<file path="src/dsof_consts.svh">
// register offsets, reset values and option codes of the drive status flag block
// assumed: included by the package and the design, nothing else
`ifndef DSOF_CONSTS_SVH
`define DSOF_CONSTS_SVH
`define DSOF_ADDR_W        8
`define DSOF_OFF_OVH_LVL   8'h00
`define DSOF_OFF_LOWCUR_LVL 8'h04
`define DSOF_OFF_PROG_OUT  8'h08
`define DSOF_OFF_SEL_T11   8'h0c
`define DSOF_OFF_SEL_T12   8'h10
`define DSOF_OFF_SEL_RLY   8'h14
`define DSOF_OFF_CFG       8'h18
`define DSOF_OFF_FLAGS     8'h1c
`define DSOF_OFF_IRQ_STAT  8'h20
`define DSOF_OFF_IRQ_MASK  8'h24
`define DSOF_RST_OVH_LVL   16'hffff
`define DSOF_RST_LOWCUR_LVL 16'h0000
`define DSOF_RST_SEL_T11   8'h2d
`define DSOF_RST_SEL_T12   8'h32
`define DSOF_RST_SEL_RLY   8'h33
`define DSOF_CODE_W        8
`define DSOF_CODE_LOWCUR   8'h2b
`define DSOF_CODE_PROG1    8'h2c
`define DSOF_CODE_45       8'h2d
`define DSOF_CODE_PROG3    8'h2e
`define DSOF_CODE_READY    8'h32
`define DSOF_CODE_FWD      8'h33
`define DSOF_CODE_REV      8'h34
`define DSOF_CFG_CODE45_PROG2 0
`define DSOF_IRQ_OVH       0
`define DSOF_IRQ_LOWCUR    1
`define DSOF_IRQ_RDY_FALL  2
`define DSOF_IRQ_REJECT    3
`endif

</file>
<file path="src/dsof_pkg.sv">
// types of the drive status flag block
// assumed: compiled before the design module
`include "dsof_consts.svh"
package dsof_pkg;
  typedef struct packed {
    logic [15:0] temp;
    logic [15:0] current;
  } dsof_meas_t;
  typedef struct packed {
    logic running;
    logic reverse;
    logic can_accept;
  } dsof_state_t;
  typedef struct packed {
    logic       reverse_running_flag;
    logic       forward_running_flag;
    logic       drive_ready_flag;
    logic [2:0] program_output;
    logic       low_current_indication;
    logic       heatsink_overheat_warning;
  } dsof_flags_t;
  typedef struct packed {
    logic t11;
    logic t12;
    logic relay;
  } dsof_term_t;
endpackage

</file>
<file path="src/dsof_top.sv">
// drive status flags, option code selection and output terminal drive
// assumed: measurements and drive state come from logic on sys_clk
//
// The address-and-strobe port and the register addresses were left to the implementer.
`timescale 1ns/10ps
`default_nettype none
`include "dsof_consts.svh"

//
// Contract
// - overheat warning while temperature exceeds level
// - low current while current below threshold
// - three program outputs set only by software
// - ready flag follows ability to accept commands
// - commands acted on only while ready
// - forward flag only while driving forward
// - reverse flag only while driving reverse
// - any flag routable to 11, 12, relay
module dsof_top
  import dsof_pkg::*;
(
  input  wire logic                   sys_clk,
  input  wire logic                   rst,
  input  wire logic [`DSOF_ADDR_W-1:0] addr,
  input  wire logic [31:0]            wdata,
  input  wire logic                   wr_stb,
  input  wire logic                   rd_stb,
  output var  logic [31:0]            rdata,
  input  wire dsof_meas_t             meas,
  input  wire dsof_state_t            drive,
  input  wire logic                   op_cmd,
  output var  logic                   op_cmd_go,
  output var  dsof_term_t             term,
  output var  dsof_flags_t            flags,
  output var  logic                   irq
);

  logic [15:0] ovh_lvl_q;
  logic [15:0] lowcur_lvl_q;
  logic [2:0]  prog_q;
  logic [7:0]  sel_t11_q;
  logic [7:0]  sel_t12_q;
  logic [7:0]  sel_rly_q;
  logic        cfg_q;
  logic [3:0]  stat_q;
  logic [3:0]  mask_q;
  logic [3:0]  ev;
  logic [31:0] rdata_d;
  dsof_flags_t flags_d;
  logic        wr_ovh;
  logic        wr_lowcur;
  logic        wr_prog;
  logic        wr_t11;
  logic        wr_t12;
  logic        wr_rly;
  logic        wr_cfg;
  logic        wr_stat;
  logic        wr_mask;
  logic        t11_d;
  logic        t12_d;
  logic        rly_d;

  // one decoder per terminal; all read the same unregistered flags, so terminals never disagree
  dsof_opt_mux #(
    .CODE_W (`DSOF_CODE_W)
  ) u_mux_t11 (
    .code      (sel_t11_q),
    .f         (flags_d),
    .c45_prog2 (cfg_q),
    .sel       (t11_d)
  );

  dsof_opt_mux #(
    .CODE_W (`DSOF_CODE_W)
  ) u_mux_t12 (
    .code      (sel_t12_q),
    .f         (flags_d),
    .c45_prog2 (cfg_q),
    .sel       (t12_d)
  );

  dsof_opt_mux #(
    .CODE_W (`DSOF_CODE_W)
  ) u_mux_rly (
    .code      (sel_rly_q),
    .f         (flags_d),
    .c45_prog2 (cfg_q),
    .sel       (rly_d)
  );

  assign wr_ovh  = wr_stb && (addr == `DSOF_OFF_OVH_LVL);
  assign wr_lowcur = wr_stb && (addr == `DSOF_OFF_LOWCUR_LVL);
  assign wr_prog = wr_stb && (addr == `DSOF_OFF_PROG_OUT);
  assign wr_t11  = wr_stb && (addr == `DSOF_OFF_SEL_T11);
  assign wr_t12  = wr_stb && (addr == `DSOF_OFF_SEL_T12);
  assign wr_rly  = wr_stb && (addr == `DSOF_OFF_SEL_RLY);
  assign wr_cfg  = wr_stb && (addr == `DSOF_OFF_CFG);
  assign wr_stat = wr_stb && (addr == `DSOF_OFF_IRQ_STAT);
  assign wr_mask = wr_stb && (addr == `DSOF_OFF_IRQ_MASK);

  always_ff @(posedge sys_clk or posedge rst) begin
    if (rst) begin
      ovh_lvl_q <= `DSOF_RST_OVH_LVL;
      lowcur_lvl_q <= `DSOF_RST_LOWCUR_LVL;
    end else begin
      if (wr_ovh) begin
        ovh_lvl_q <= wdata[15:0];
      end
      if (wr_lowcur) begin
        lowcur_lvl_q <= wdata[15:0];
      end
    end
  end

  // program outputs move only on a software write
  always_ff @(posedge sys_clk or posedge rst) begin
    if (rst) begin
      prog_q <= 3'h0;
    end else if (wr_prog) begin
      prog_q <= wdata[2:0];
    end
  end

  always_ff @(posedge sys_clk or posedge rst) begin
    if (rst) begin
      sel_t11_q <= `DSOF_RST_SEL_T11;
      sel_t12_q <= `DSOF_RST_SEL_T12;
      sel_rly_q <= `DSOF_RST_SEL_RLY;
      cfg_q     <= 1'b0;
    end else begin
      if (wr_t11) begin
        sel_t11_q <= wdata[7:0];
      end
      if (wr_t12) begin
        sel_t12_q <= wdata[7:0];
      end
      if (wr_rly) begin
        sel_rly_q <= wdata[7:0];
      end
      if (wr_cfg) begin
        cfg_q <= wdata[`DSOF_CFG_CODE45_PROG2];
      end
    end
  end

  // flags come straight from this cycle's measurements and state
  always_comb begin
    flags_d                           = '0;
    flags_d.heatsink_overheat_warning = meas.temp > ovh_lvl_q;
    flags_d.low_current_indication    = meas.current < lowcur_lvl_q;
    flags_d.program_output            = prog_q;
    flags_d.drive_ready_flag          = drive.can_accept;
    flags_d.forward_running_flag      = drive.running && !drive.reverse;
    flags_d.reverse_running_flag      = drive.running && drive.reverse;
  end

  always_ff @(posedge sys_clk or posedge rst) begin
    if (rst) begin
      flags <= '0;
    end else begin
      flags <= flags_d;
    end
  end

  // one cycle from flag cause to terminal; mux reads the unregistered flags for that
  always_ff @(posedge sys_clk or posedge rst) begin
    if (rst) begin
      term <= '0;
    end else begin
      term.t11   <= t11_d;
      term.t12   <= t12_d;
      term.relay <= rly_d;
    end
  end

  // the gate uses the flag the commander sees, so both agree on readiness
  always_ff @(posedge sys_clk or posedge rst) begin
    if (rst) begin
      op_cmd_go <= 1'b0;
    end else begin
      op_cmd_go <= op_cmd && flags.drive_ready_flag;
    end
  end

  assign ev[`DSOF_IRQ_OVH]      = flags_d.heatsink_overheat_warning && !flags.heatsink_overheat_warning;
  assign ev[`DSOF_IRQ_LOWCUR]   = flags_d.low_current_indication && !flags.low_current_indication;
  assign ev[`DSOF_IRQ_RDY_FALL] = !flags_d.drive_ready_flag && flags.drive_ready_flag;
  assign ev[`DSOF_IRQ_REJECT]   = op_cmd && !flags.drive_ready_flag;

  // a new event in the clearing cycle survives the clear
  always_ff @(posedge sys_clk or posedge rst) begin
    if (rst) begin
      stat_q <= 4'h0;
    end else begin
      stat_q <= (stat_q & ~(wr_stat ? wdata[3:0] : 4'h0)) | ev;
    end
  end

  always_ff @(posedge sys_clk or posedge rst) begin
    if (rst) begin
      mask_q <= 4'h0;
    end else if (wr_mask) begin
      mask_q <= wdata[3:0];
    end
  end

  always_ff @(posedge sys_clk or posedge rst) begin
    if (rst) begin
      irq <= 1'b0;
    end else begin
      irq <= |(stat_q & mask_q);
    end
  end

  always_comb begin
    rdata_d = 32'h0;
    case (addr)
      `DSOF_OFF_OVH_LVL:  rdata_d = {16'h0, ovh_lvl_q};
      `DSOF_OFF_LOWCUR_LVL: rdata_d = {16'h0, lowcur_lvl_q};
      `DSOF_OFF_PROG_OUT: rdata_d = {29'h0, prog_q};
      `DSOF_OFF_SEL_T11:  rdata_d = {24'h0, sel_t11_q};
      `DSOF_OFF_SEL_T12:  rdata_d = {24'h0, sel_t12_q};
      `DSOF_OFF_SEL_RLY:  rdata_d = {24'h0, sel_rly_q};
      `DSOF_OFF_CFG:      rdata_d = {31'h0, cfg_q};
      `DSOF_OFF_FLAGS:    rdata_d = {24'h0, flags};
      `DSOF_OFF_IRQ_STAT: rdata_d = {28'h0, stat_q};
      `DSOF_OFF_IRQ_MASK: rdata_d = {28'h0, mask_q};
      default:            rdata_d = 32'h0;
    endcase
  end

  // read data stand one cycle only, zero otherwise
  always_ff @(posedge sys_clk or posedge rst) begin
    if (rst) begin
      rdata <= 32'h0;
    end else begin
      rdata <= rd_stb ? rdata_d : 32'h0;
    end
  end
endmodule

// option code decoder of one terminal; unknown codes leave the contact open
module dsof_opt_mux
  import dsof_pkg::*;
#(
  parameter int CODE_W = 8
)
(
  input  wire logic [CODE_W-1:0] code,
  input  wire dsof_flags_t       f,
  input  wire logic              c45_prog2,
  output var  logic              sel
);

  always_comb begin
    sel = 1'b0;
    case (code)
      `DSOF_CODE_LOWCUR: sel = f.low_current_indication;
      `DSOF_CODE_PROG1:  sel = f.program_output[0];
      `DSOF_CODE_45:     sel = c45_prog2 ? f.program_output[1] : f.heatsink_overheat_warning;
      `DSOF_CODE_PROG3:  sel = f.program_output[2];
      `DSOF_CODE_READY:  sel = f.drive_ready_flag;
      `DSOF_CODE_FWD:    sel = f.forward_running_flag;
      `DSOF_CODE_REV:    sel = f.reverse_running_flag;
      default:           sel = 1'b0;
    endcase
  end

endmodule
`default_nettype wire

</file>
<file path="config.mk">
export PLATFORM = sky130hd
export DESIGN_NAME = dsof_top
export DESIGN_NICKNAME = d
export VERILOG_FILES = /design/src/dsof_pkg.sv /design/src/dsof_top.sv
export VERILOG_INCLUDE_DIRS = /design/src
export SDC_FILE = /design/constraint.sdc
export NUM_CORES = 1
export LEC_CHECK = 0
export ABC_AREA = 1
export BUFFER_PORTS_ARGS = -buffer_cell sky130_fd_sc_hd__buf_4
export CORE_ASPECT_RATIO = 0.8
export CORE_MARGIN = 4
export CORE_UTILIZATION = 35
export CTS_CLUSTER_SIZE = 16
export DETAILED_ROUTE_END_ITERATION = 8
export MAX_ROUTING_LAYER = met4
export SLEW_MARGIN = 20
export SYNTH_ARGS = -nofsm -noshare
export SYNTH_HDL_FRONTEND = slang
export SYNTH_SLANG_ARGS = --single-unit
</file>
<file path="constraint.sdc">
create_clock -name sys_clk -period 6.1 [get_ports sys_clk]
set_input_delay 1.22 -clock sys_clk [delete_from_list [all_inputs] [get_ports sys_clk]]
set_output_delay 1.22 -clock sys_clk [all_outputs]
set_load 0.01 [all_outputs]
</file>
==> metrics.md, run 1 <==
| Metric | Value |
|---|---|
| Count of warnings emitted by yosys | 0 |
| H-tree depth | 3 |
| Vias post-DR | 4620 |
| Number of antenna violations at the first check in global routing | 0 |
| Synthesized flop and latch total | 97 |
| Starting density of the core | 35.9% |
| Crit path largest cell delay | 0.42 ns |
| Number of DRC violations after detailed routing | 0 |
| Drt via density | 4.76 |
| Number of buffers created by CTS | 9 |
| Static Leakage | 3.18 nW |
| Initial drt markers | 271 |
| CP required | 6.38 ns |
| Count of different cell masters after synthesis | 36 |
| Final critical delay including setup and external delays | 2.60 ns |
| Mapped Cells | 663 |
| Pwr dens | 240 nW/um2 |
| Maximum number of pins on one net before global-route repair | 76 |
| Final wirelength | 15000 um |
| Top post-synthesis cells by count | sky130_fd_sc_hd__nand2_1, sky130_fd_sc_hd__inv_1, sky130_fd_sc_hd__dfrtp_1 |
| Worst slew slack as a fraction of its limit | 36.2% |
| GRT Residual Overflow | 0 |
| Final Power | 1.59 mW |
| Number of enable flip-flop cells after synthesis | 0 |
| Capturing point of the worst reg2reg path | term[1] |
| Number of hold buffers added after cts | 0 |
| Vias in the first global route | 4463 |
| Run status | complete, no violations |
| Number of top-level pins | 125 |
| Synthesis-to-finish area growth | 22.2% |
| Library cell appearing most often on the critical path | sky130_fd_sc_hd__nand2_4 |
| Placeable core region | 15100 um2 |
| Setup slack of the most critical reg-to-reg path | 3.93 ns |
| Proportion of netlist area held by the largest area contributor | 32.4% |
| End point of the critical path | ovh_lvl_q[9] |
| Num rows | 40 |
| Netlist Area Pre-Place | 5410 um2 |
| Count of buffering cells on the critical path with inverters included | 3 |
| Number of nets in the finished design | 867 |
| Async set or reset register ratio after synthesis | 100% |
| Top delay family on crit path | simple AND/OR/NAND/NOR gates |
| Overall die width | 147 um |
| Register area share after synthesis | 45.5% |
| Endpoint class of the critical path | flop |
| Total die area | 17500 um2 |
| Worst vdd rail ir drop | 0.000134 V |
| Period Utilization, post-route | 42.6% |
| Most frequently used cell type in the post-synthesis netlist | sky130_fd_sc_hd__nand2_1 |
| First-pass GRT wire length | 24300 um |
| Mapped Avg Cell Area | 8.16 um2 |
| Worst-path cell chain | buf_4, inv_1, nand2_2, nor3_4, nand2_4, clkinv_2, nand2_4, nand2_1, o21ai_2 |
| Placer Congestion | 0.822 |
| Max Clk Rate | 384 MHz |
| Worst min-delay path class | flop to flop |
| Launch point of the critical path | addr[0] |
| Average wire per cell in the routed design | 15.4 um |
| CP max stage cell | sky130_fd_sc_hd__nor3_4 |
| Number of stages on the worst setup path | 9 |
| Number of gates resized after CTS | 0 |
| Final Hold Viols | 0 |
| Count of buffers added by post-CTS timing repair for setup | 0 |
| Count of clock tree sinks | 97 |
| Port bufs | 92 |
| Start-to-end type of the worst setup path | primary input to flop |
| Total routing usage reported by global routing | 18.2% |
| Sum of negative setup slack | 0 ns |
| RSZ-0062 raised after global routing | false |
| CP max FO | 32 |
| Layout cells sized above 1 | 22.5% |
| Leading cell types by total area after synthesis | sky130_fd_sc_hd__dfrtp_1, sky130_fd_sc_hd__dfstp_2, sky130_fd_sc_hd__nand2_1 |
| Primary FF master, synth | sky130_fd_sc_hd__dfrtp_1 |
| Clock Tree Buf Depth | 2 |
| Startpoint type of the worst setup path | primary input |
| Finish-stage setup viols | 0 |
| R2r startpoint | ovh_lvl_q[7] |
| Measured slew at the worst slew-check pin | 0.957 ns |
| Buffer type at the clock tree root | sky130_fd_sc_hd__clkbuf_16 |
| Skew-Pair Late Insertion Delay | 0.36 ns |
| ANT nets after route | 0 |
| Diode insertion count for antenna repair | 0 |
| Clock-pin transition on the worst setup and hold timing paths | 0.07 ns |
| Worst Path Arrival | 2.89 ns |
| Pins over their slew limit | 0 |
| Setup clock skew after layout | 0.00785 ns |
| Worst r2r path cells | 10 |
| TritonCTS clock tree | done |
| MaxCap Viol Count | 0 |
| Chip Height | 119 um |
| Detailed-routing iteration count for the pre-antenna-repair pass | 5 |
| Detailed Place HPWL | 11300 um |
| Cell type with the highest aggregate area in the netlist | sky130_fd_sc_hd__dfrtp_1 |
==> layer usage <==
layer / vias up / track usage [%] / part of all wire, %
li1: 2308 / - / -
met3: 18 / 4.18 / 6.6
met2: 146 / 25.5 / 43
met5: - / - / 0
met4: 0 / 5.30 / 1.7
met1: 2148 / 26.3 / 49
==> through the flow <==
| step | cell area, um2 | cells | worst slack [ns] | util (%) | hold slack, ns |
|---|---|---|---|---|---|
| 6_report | 6610 | 971 | 3.50 | 43.9 | 0.470 |
| 5_1_grt | 6610 | 971 | 3.36 | 43.9 | 0.485 |
| 4_1_cts | 6610 | 971 | 3.52 | 43.9 | 0.465 |
| 3_5_place_dp | 6230 | 955 | 3.16 | 41.4 | 0.443 |
| 3_3_place_gp | 6230 | 955 | 3.17 | 41.4 | 0.445 |
| 2_1_floorplan | 5470 | 678 | 2.39 | - | 0.394 |
==> cells in the final DEF (no fill, tap or decap), types with 3 or more instances in the layout <==
master	n
sky130_fd_sc_hd__clkinv_2	3
sky130_fd_sc_hd__dfrtp_1	70
sky130_fd_sc_hd__o21ai_1	12
sky130_fd_sc_hd__nor2_2	3
sky130_fd_sc_hd__o21ai_0	61
sky130_fd_sc_hd__nand2_4	4
sky130_fd_sc_hd__nand4_1	10
sky130_fd_sc_hd__nand3_1	28
sky130_fd_sc_hd__o21ai_2	16
sky130_fd_sc_hd__nor4_1	6
sky130_fd_sc_hd__nor2_1	35
sky130_fd_sc_hd__nand2_1	158
sky130_fd_sc_hd__a21oi_1	26
sky130_fd_sc_hd__dfstp_2	27
sky130_fd_sc_hd__o22ai_1	11
sky130_fd_sc_hd__ha_1	31
sky130_fd_sc_hd__bufinv_16	4
sky130_fd_sc_hd__nand2_2	3
sky130_fd_sc_hd__clkbuf_16	9
sky130_fd_sc_hd__conb_1	16
sky130_fd_sc_hd__nor3_1	11
sky130_fd_sc_hd__inv_1	103
sky130_fd_sc_hd__and3_1	3
sky130_fd_sc_hd__buf_4	93
==> worst reg2reg max path, stage by stage, from the launching register on <==
cell	delay [ns]
sky130_fd_sc_hd__dfstp_2	0.53
sky130_fd_sc_hd__inv_1	0.05
sky130_fd_sc_hd__ha_1	0.28
sky130_fd_sc_hd__nand2_1	0.07
sky130_fd_sc_hd__nor2_1	0.31
sky130_fd_sc_hd__and3_1	0.22
sky130_fd_sc_hd__nand3_1	0.11
sky130_fd_sc_hd__nand3_1	0.11
sky130_fd_sc_hd__nand2_1	0.15
sky130_fd_sc_hd__nand2_1	0.11
sky130_fd_sc_hd__nand3_1	0.10
==> worst min-delay path by stage <==
stage	start	end	slack [ns]	cells after the start
after floorplan	prog_q[1]	flags[3]	0.39	0
after global placement	prog_q[1]	flags[3]	0.45	0
after detailed placement	prog_q[1]	flags[3]	0.44	0
after CTS	prog_q[1]	flags[3]	0.47	0
after global routing	prog_q[1]	flags[3]	0.49	0
final	prog_q[1]	flags[3]	0.47	0
==> state kept, by name (all words and copies together), names as in the netlist, 4 cells and up <==
| name | cells |
|---|---|
| lowcur_lvl_q | 16 |
| ovh_lvl_q | 16 |
| rdata | 16 |
| flags | 8 |
| sel_rly_q | 8 |
| sel_t11_q | 8 |
| sel_t12_q | 8 |
| mask_q | 4 |
| stat_q | 4 |
==> logic make-up after synthesis <==
kind of cell,after synthesis,synth area share (%)
AND/OR/NAND/NOR,267,22.1
AO/OA/AOI/OAI,134,14.1
buffers and inverters,133,11.1
flip-flops,97,45.5
adder cells (fa/ha/maj),31,7.17
other,1,0.0693
==> area by class of cell <==
cell class	count	area, um2
clock buffers	11	253
flip-flops and latches	97	2460
clock inverters	5	125
fillers	1560	8450
inverters	107	407
multi-input cells	448	2400
well taps	210	263
repair buffers	93	698
==> where the power goes <==
| group | switching (mW) | internal, mW | leakage (nW) |
|---|---|---|---|
| sequential | 0.0208 | 0.678 | 1.17 |
| clock | 0.252 | 0.464 | 0.186 |
| combinational | 0.105 | 0.0673 | 1.82 |
Note: power is estimated with default switching activity, not from simulation.
==> run 2: changes to the inputs <==
==> constraint.sdc (replaced) <==
create_clock -name sys_clk -period 2.65 [get_ports sys_clk]
set_input_delay 0.53 -clock sys_clk [delete_from_list [all_inputs] [get_ports sys_clk]]
set_output_delay 0.53 -clock sys_clk [all_outputs]
set_load 0.01 [all_outputs]
==> run 2 against run 1 <==
  * Final cell count is 0.10% higher
  * Critical path depth is 1 higher
  * Count of clock-buffer cells in the layout is 2 higher
  * Register-to-register slack worse by 3.4 ns
  * Final area is 0.81% lower
  * Worst hold slack worse by 0.29 ns
  * Clock power is 83% higher
  * Power is 110% higher
  * Die area stayed put
  * Largest power group is now sequential cells
  * Largest cell class unchanged
  * First-iteration DRC count is 2.2% lower
  * Sequential cell count stayed put
==> metrics.md, run 2 (synthesis results as in run 1) <==
| Metric | Value |
|---|---|
| RSZ-0062 raised after global routing | false |
| R2r startpoint | ovh_lvl_q[7] |
| CP max FO | 3 (-91%) |
| Diode insertion count for antenna repair | 0 (unchanged) |
| Clock-pin transition on the worst setup and hold timing paths | 0.06 ns (about the same) |
| Skew-Pair Late Insertion Delay | 0.36 ns (about the same) |
| H-tree depth | 3 (unchanged) |
| Top library cells by usage in the layout, fill and taps aside | sky130_fd_sc_hd__nand2_1, sky130_fd_sc_hd__inv_1, sky130_fd_sc_hd__buf_4, sky130_fd_sc_hd__dfrtp_1, sky130_fd_sc_hd__o21ai_0 |
| Final Power | 3.32 mW (+110%) |
| Period Utilization, post-route | 81.6% |
| Starting density of the core | 35.9% (unchanged) |
| Storage element area | 2460 um2 (unchanged) |
| Crit path largest cell delay | 0.53 ns (+0.11 ns) |
| Total die area | 17500 um2 (unchanged) |
| Synthesis-to-finish area growth | 21.2% |
| Start-to-end type of the worst setup path | flop to flop |
| CP max stage cell | sky130_fd_sc_hd__dfstp_2 |
| Number of top-level pins | 125 (unchanged) |
| Launch point of the critical path | ovh_lvl_q[7] |
| Run status | complete, no violations |
| Average wire per cell in the routed design | 15.4 um (-0.40%) |
| Number of inserted filler cells in the final layout | 1565 (+0.32%) |
| Overall die width | 147 um (unchanged) |
| Pins over their slew limit | 0 (unchanged) |
| First-pass GRT wire length | 23600 um (-3.0%) |
| Worst slew slack as a fraction of its limit | 59.1% (+23 points) |
| Count of clock tree sinks | 97 (unchanged) |
| Port bufs | 92 (unchanged) |
| ANT nets after route | 0 (unchanged) |
| Count of buffers added by post-CTS timing repair for setup | 0 (unchanged) |
| Number of hold buffers added after cts | 0 (unchanged) |
| Placeable core region | 15100 um2 (unchanged) |
| Placer Congestion | 0.850 (+3.4%) |
| Endpoint class of the critical path | flop |
| Worst min-delay path class | primary input to async pin |
| Detailed Place HPWL | 11400 um (+1.0%) |
| Final Hold Viols | 0 (unchanged) |
| Final critical delay including setup and external delays | 2.16 ns |
| GRT Residual Overflow | 0 (unchanged) |
| Static Leakage | 3.14 nW (-1.3%) |
| Sum of negative setup slack | 0 ns (unchanged) |
| Pwr dens | 506 nW/um2 (+110%) |
| Startpoint type of the worst setup path | flop |
| Area used by multi-input combinational logic | 2400 um2 (unchanged) |
| Worst Path Arrival | 2.39 ns (-0.50 ns) |
| Number of gates resized after CTS | 0 (unchanged) |
| Clock Tree Buf Depth | 2 (unchanged) |
| Worst vdd rail ir drop | 0.000331 V (+150%) |
| Most common cell after layout, fill and taps aside | sky130_fd_sc_hd__nand2_1 |
| Layout cells sized above 1 | 22.6% (+0.10 points) |
| MaxCap Viol Count | 0 (unchanged) |
| Setup clock skew after layout | 0.00595 ns (-0.00191 ns) |
| Buffer type at the clock tree root | sky130_fd_sc_hd__clkbuf_16 |
| Largest registers | lowcur_lvl_q: 16 flops, ovh_lvl_q: 16 flops, rdata: 16 flops |
| TritonCTS clock tree | done |
| Number of DRC violations after detailed routing | 0 (unchanged) |
| Vias in the first global route | 4306 (-3.5%) |
| Total routing usage reported by global routing | 17.8% (-0.40 points) |
| Vias post-DR | 4564 (-1.2%) |
| Number of antenna violations at the first check in global routing | 0 (unchanged) |
| Drt via density | 4.70 (-1.3%) |
| Num rows | 40 (unchanged) |
| Detailed-routing iteration count for the pre-antenna-repair pass | 5 (unchanged) |
| Chip Height | 119 um (unchanged) |
| Finish-stage setup viols | 0 (unchanged) |
| Number of nets in the finished design | 868 (+0.12%) |
| CP required | 2.87 ns (-3.51 ns) |
| Worst-path cell chain | inv_1, ha_1, nand2_1, nor2_1, and3_1, nand3_1, nand3_1, nand2_1, nand2_1, nand3_1 |
| Measured slew at the worst slew-check pin | 0.607 ns (-0.350 ns) |
| Maximum number of pins on one net before global-route repair | 80 (+5.3%) |
| Number of buffers created by CTS | 9 (unchanged) |
| Initial drt markers | 265 (-2.2%) |
| Max Clk Rate | 462 MHz |
| Final wirelength | 14900 um (-0.30%) |
run 2: cell types whose count changed in the layout (fill, tap and decap cells not counted), sizes merged:
cell,previous run,this run
inv,105,104
clkbuf,11,13
clkinvlp,0,4
buf,93,94
bufinv,4,0
clkinv,3,2
run 2: worst paths after layout:
| kind | to | slack, ns | cells after the start |
|---|---|---|---|
| setup reg to reg | term[1] | 0.49 | 10 |
| hold reg to reg | flags[3] | 0.46 | 0 |
| max in group asynchronous | sel_rly_q[0] | 1.72 | 3 |
| hold / removal | lowcur_lvl_q[9] | 0.18 | 2 |
| min in group sys_clk | flags[5] | 0.34 | 1 |
| setup / recovery | term[1] | 0.49 | 10 |
run 2: per-layer routing:
metal	up-vias	global-route usage [%]	share of wire, %	wire length [um]
met3	12	4.26	7.4	1100
met2	156	25.1	43	6460
li1	2314	-	-	-
met5	-	-	0	0
met4	0	3.84	0.93	139
met1	2082	26.1	48	7240
run 2: final cells by class:
cell class	instances	share of cell area, %
Multi-Input combinational cell	448	36.7
Sequential cell	97	37.5
Clock buffer	13	4.27
Inverter	107	6.22
Clock inverter	3	0.343
Timing Repair Buffer	94	11.0
Tap cell	210	4.01
run 2: metrics by stage:
step,instances,worst slack (ns),util [%],cell area (um2),hold WS (ns)
floorplan,678,0.994,-,5470,0.394
global placement,956,0.474,41.5,6250,0.438
detailed placement,956,0.485,41.5,6250,0.436
CTS,972,0.532,43.5,6560,0.182
global route,972,0.377,43.5,6560,0.205
finish,972,0.487,43.5,6560,0.182
run 2: critical path: cells and delay by family, from the launching register on:
family,cells,cell delay [ns]
and+or+nand+nor,8,1.13
DFF,1,0.53
adders and majority gates,1,0.29
buffers and inverters,1,0.06
run 2: power breakdown:
group / leakage [nW] / switching, mW / internal [mW]
Combinational: 1.83 / 0.242 / 0.157
Clock: 0.140 / 0.573 / 0.739
Sequential: 1.17 / 0.0475 / 1.56
==> run 3: changes to the inputs <==
==> constraint.sdc (replaced) <==
create_clock -name sys_clk -period 2.25 [get_ports sys_clk]
set_input_delay 0.45 -clock sys_clk [delete_from_list [all_inputs] [get_ports sys_clk]]
set_output_delay 0.45 -clock sys_clk [all_outputs]
set_load 0.01 [all_outputs]
==> run 3 against run 2 <==
  * Sequential share of layout area down 0.16 points
  * Final cell count grew 0.51%
  * Maximum frequency rose by 0.50%
  * Die area unchanged
  * Power is 16% higher
  * Worst setup slack worse by 0.39 ns
  * Routed wire length is 0.52% higher
  * Sequential power up 17%
==> metrics.md, run 3 (synthesis results as in run 1) <==
| Metric | Value |
|---|---|
| Run status | complete, no violations |
| Number of antenna violations at the first check in global routing | 0 (unchanged) |
| Top library cells by usage in the layout, fill and taps aside | sky130_fd_sc_hd__nand2_1, sky130_fd_sc_hd__inv_1, sky130_fd_sc_hd__buf_4, sky130_fd_sc_hd__dfrtp_1, sky130_fd_sc_hd__o21ai_0 |
| Start-to-end type of the worst setup path | flop to flop |
| Finish-stage setup viols | 0 (unchanged) |
| Final critical delay including setup and external delays | 2.15 ns (-0.0107 ns) |
| Final wirelength | 15000 um (+0.52%) |
| Non-Filler Cell Area, Final | 6590 um2 (+0.44%) |
| Period Utilization, post-route | 95.7% (+14 points) |
| Measured slew at the worst slew-check pin | 0.584 ns (-0.0231 ns) |
| ANT nets after route | 0 (unchanged) |
| Placer Congestion | 0.856 (+0.71%) |
| Chip Height | 119 um (unchanged) |
| Final Hold Viols | 0 (unchanged) |
| H-tree depth | 3 (unchanged) |
| Worst min-delay path class | primary input to async pin |
| Clock-pin transition on the worst setup and hold timing paths | 0.07 ns (about the same) |
| Most common cell after layout, fill and taps aside | sky130_fd_sc_hd__nand2_1 |
| Starting density of the core | 35.9% (unchanged) |
| Count of buffers added by post-CTS timing repair for setup | 0 (unchanged) |
| Final Power | 3.85 mW (+16%) |
| Setup slack of the most critical reg-to-reg path | 0.1 ns (-0.39 ns) |
| Number of buffers created by CTS | 9 (unchanged) |
| Pwr dens | 585 nW/um2 (+16%) |
| R2r startpoint | ovh_lvl_q[7] |
| Overall die width | 147 um (unchanged) |
| Detailed Place HPWL | 11700 um (+2.1%) |
| Number of top-level pins | 125 (unchanged) |
| Buffer type at the clock tree root | sky130_fd_sc_hd__clkbuf_16 |
| Total routing usage reported by global routing | 17.9% (+0.092 points) |
| Number of inserted filler cells in the final layout | 1548 (-1.1%) |
| Vias post-DR | 4668 (+2.3%) |
| Synthesis-to-finish area growth | 21.8% |
| Cell area reported after detailed placement | 6300 um2 (+0.80%) |
| Sum of negative setup slack | 0 ns (unchanged) |
| Final hold slack | 0.136 ns (-0.0457 ns) |
| Num rows | 40 (unchanged) |
| Worst Path Arrival | 2.36 ns (-0.03 ns) |
| First-pass GRT wire length | 23900 um (+1.3%) |
| Static Leakage | 3.18 nW (+1.1%) |
| Layout cells sized above 1 | 23.1% (+0.50 points) |
| Maximum number of pins on one net before global-route repair | 43 (-46%) |
| Diode insertion count for antenna repair | 0 (unchanged) |
| Clock Tree Buf Depth | 2 (unchanged) |
| Number of hold buffers added after cts | 0 (unchanged) |
| Count of clock tree sinks | 97 (unchanged) |
| TritonCTS clock tree | done |
| Largest registers | lowcur_lvl_q: 16 flops, ovh_lvl_q: 16 flops, rdata: 16 flops |
| Setup clock skew after layout | 0.00751 ns (+0.00156 ns) |
| Skew-Pair Late Insertion Delay | 0.35 ns (about the same) |
| Placeable core region | 15100 um2 (unchanged) |
| Capturing point of the worst reg2reg path | term[1] |
| Number of nets in the finished design | 873 (+0.58%) |
| Drt via density | 4.78 (+1.8%) |
| CP max FO | 3 (unchanged) |
| Average wire per cell in the routed design | 15.4 um (about the same) |
| RSZ-0062 raised after global routing | false |
| Number of DRC violations after detailed routing | 0 (unchanged) |
| Vias in the first global route | 4410 (+2.4%) |
| Port bufs | 92 (unchanged) |
| Cell Count Post-Placement | 961 (+0.52%) |
| Endpoint class of the critical path | flop |
| Number of gates resized after CTS | 0 (unchanged) |
| MaxCap Viol Count | 0 (unchanged) |
| Pins over their slew limit | 0 (unchanged) |
| Total die area | 17500 um2 (unchanged) |
| Worst vdd rail ir drop | 0.000368 V (+11%) |
| GRT Residual Overflow | 0 (unchanged) |
| CP required | 2.46 ns (-0.41 ns) |
| Worst slew slack as a fraction of its limit | 61.0% (+1.9 points) |
| Initial drt markers | 315 (+19%) |
| Final non-filler cell total | 977 (+0.51%) |
| Detailed-routing iteration count for the pre-antenna-repair pass | 5 (unchanged) |
| Max Clk Rate | 465 MHz (+0.50%) |
| Worst r2r path cells | 10 (unchanged) |
| Startpoint type of the worst setup path | flop |
## run 3: cell types whose count changed in the layout (fill, tap and decap cells not counted), sizes merged
cell,previous run,this run
buf,94,99
clkbuf,13,11
clkinv,2,6
clkinvlp,4,1
inv,104,105
## run 3: area by class of cell
type | count | area [um2] | area share, %
inverter | 107 | 408 | 6.19
clock buffer | 11 | 253 | 3.84
clock inverter | 5 | 28.8 | 0.437
timing repair buffer | 99 | 768 | 11.7
multi-input combinational | 448 | 2400 | 36.5
sequential | 97 | 2460 | 37.4
tap | 210 | 263 | 3.99
## run 3: per-layer routing
metal	up-vias	part of all wire, %	GRT usage, %
met2	161	42	24.9
met3	18	6.9	3.39
met4	0	1.7	4.60
li1	2321	-	-
met5	-	0	-
met1	2168	49	26.8
## run 3: stage by stage
stage / utilization, % / setup WS (ns)
after floorplan: - / 0.638
after global placement: 41.9 / 0.175
after detailed placement: 41.9 / 0.144
after CTS: 43.7 / 0.117
after global routing: 43.7 / 0.0259
final: 43.7 / 0.0978
## run 3: worst max-delay path by stage
stage / from / endpoint / slack, ns / cells past startpoint
after floorplan: ovh_lvl_q[15] / term[0] / 0.64 / 9
after global placement: meas[23] / term[1] / 0.17 / 10
after detailed placement: meas[23] / term[1] / 0.14 / 10
after CTS: ovh_lvl_q[7] / term[1] / 0.12 / 10
after global routing: ovh_lvl_q[7] / term[1] / 0.03 / 10
final: ovh_lvl_q[7] / term[1] / 0.1 / 10
## run 3: power breakdown
group / internal [mW] / switching [mW] / total, mW
logic: 0.191 / 0.288 / 0.479
registers: 1.84 / 0.0562 / 1.89
clock network: 0.807 / 0.674 / 1.48
total: 2.83 / 1.02 / 3.85
## run 3: critical path: stages (launching register included)
cell and delay (ns):
sky130_fd_sc_hd__dfstp_2 0.53, sky130_fd_sc_hd__inv_1 0.06, sky130_fd_sc_hd__ha_1 0.29, sky130_fd_sc_hd__nand2_1 0.09, sky130_fd_sc_hd__nor2_1 0.25, sky130_fd_sc_hd__and3_1 0.22, sky130_fd_sc_hd__nand3_1 0.12, sky130_fd_sc_hd__nand3_1 0.12
sky130_fd_sc_hd__nand2_1 0.14, sky130_fd_sc_hd__nand2_1 0.09, sky130_fd_sc_hd__nand3_1 0.10
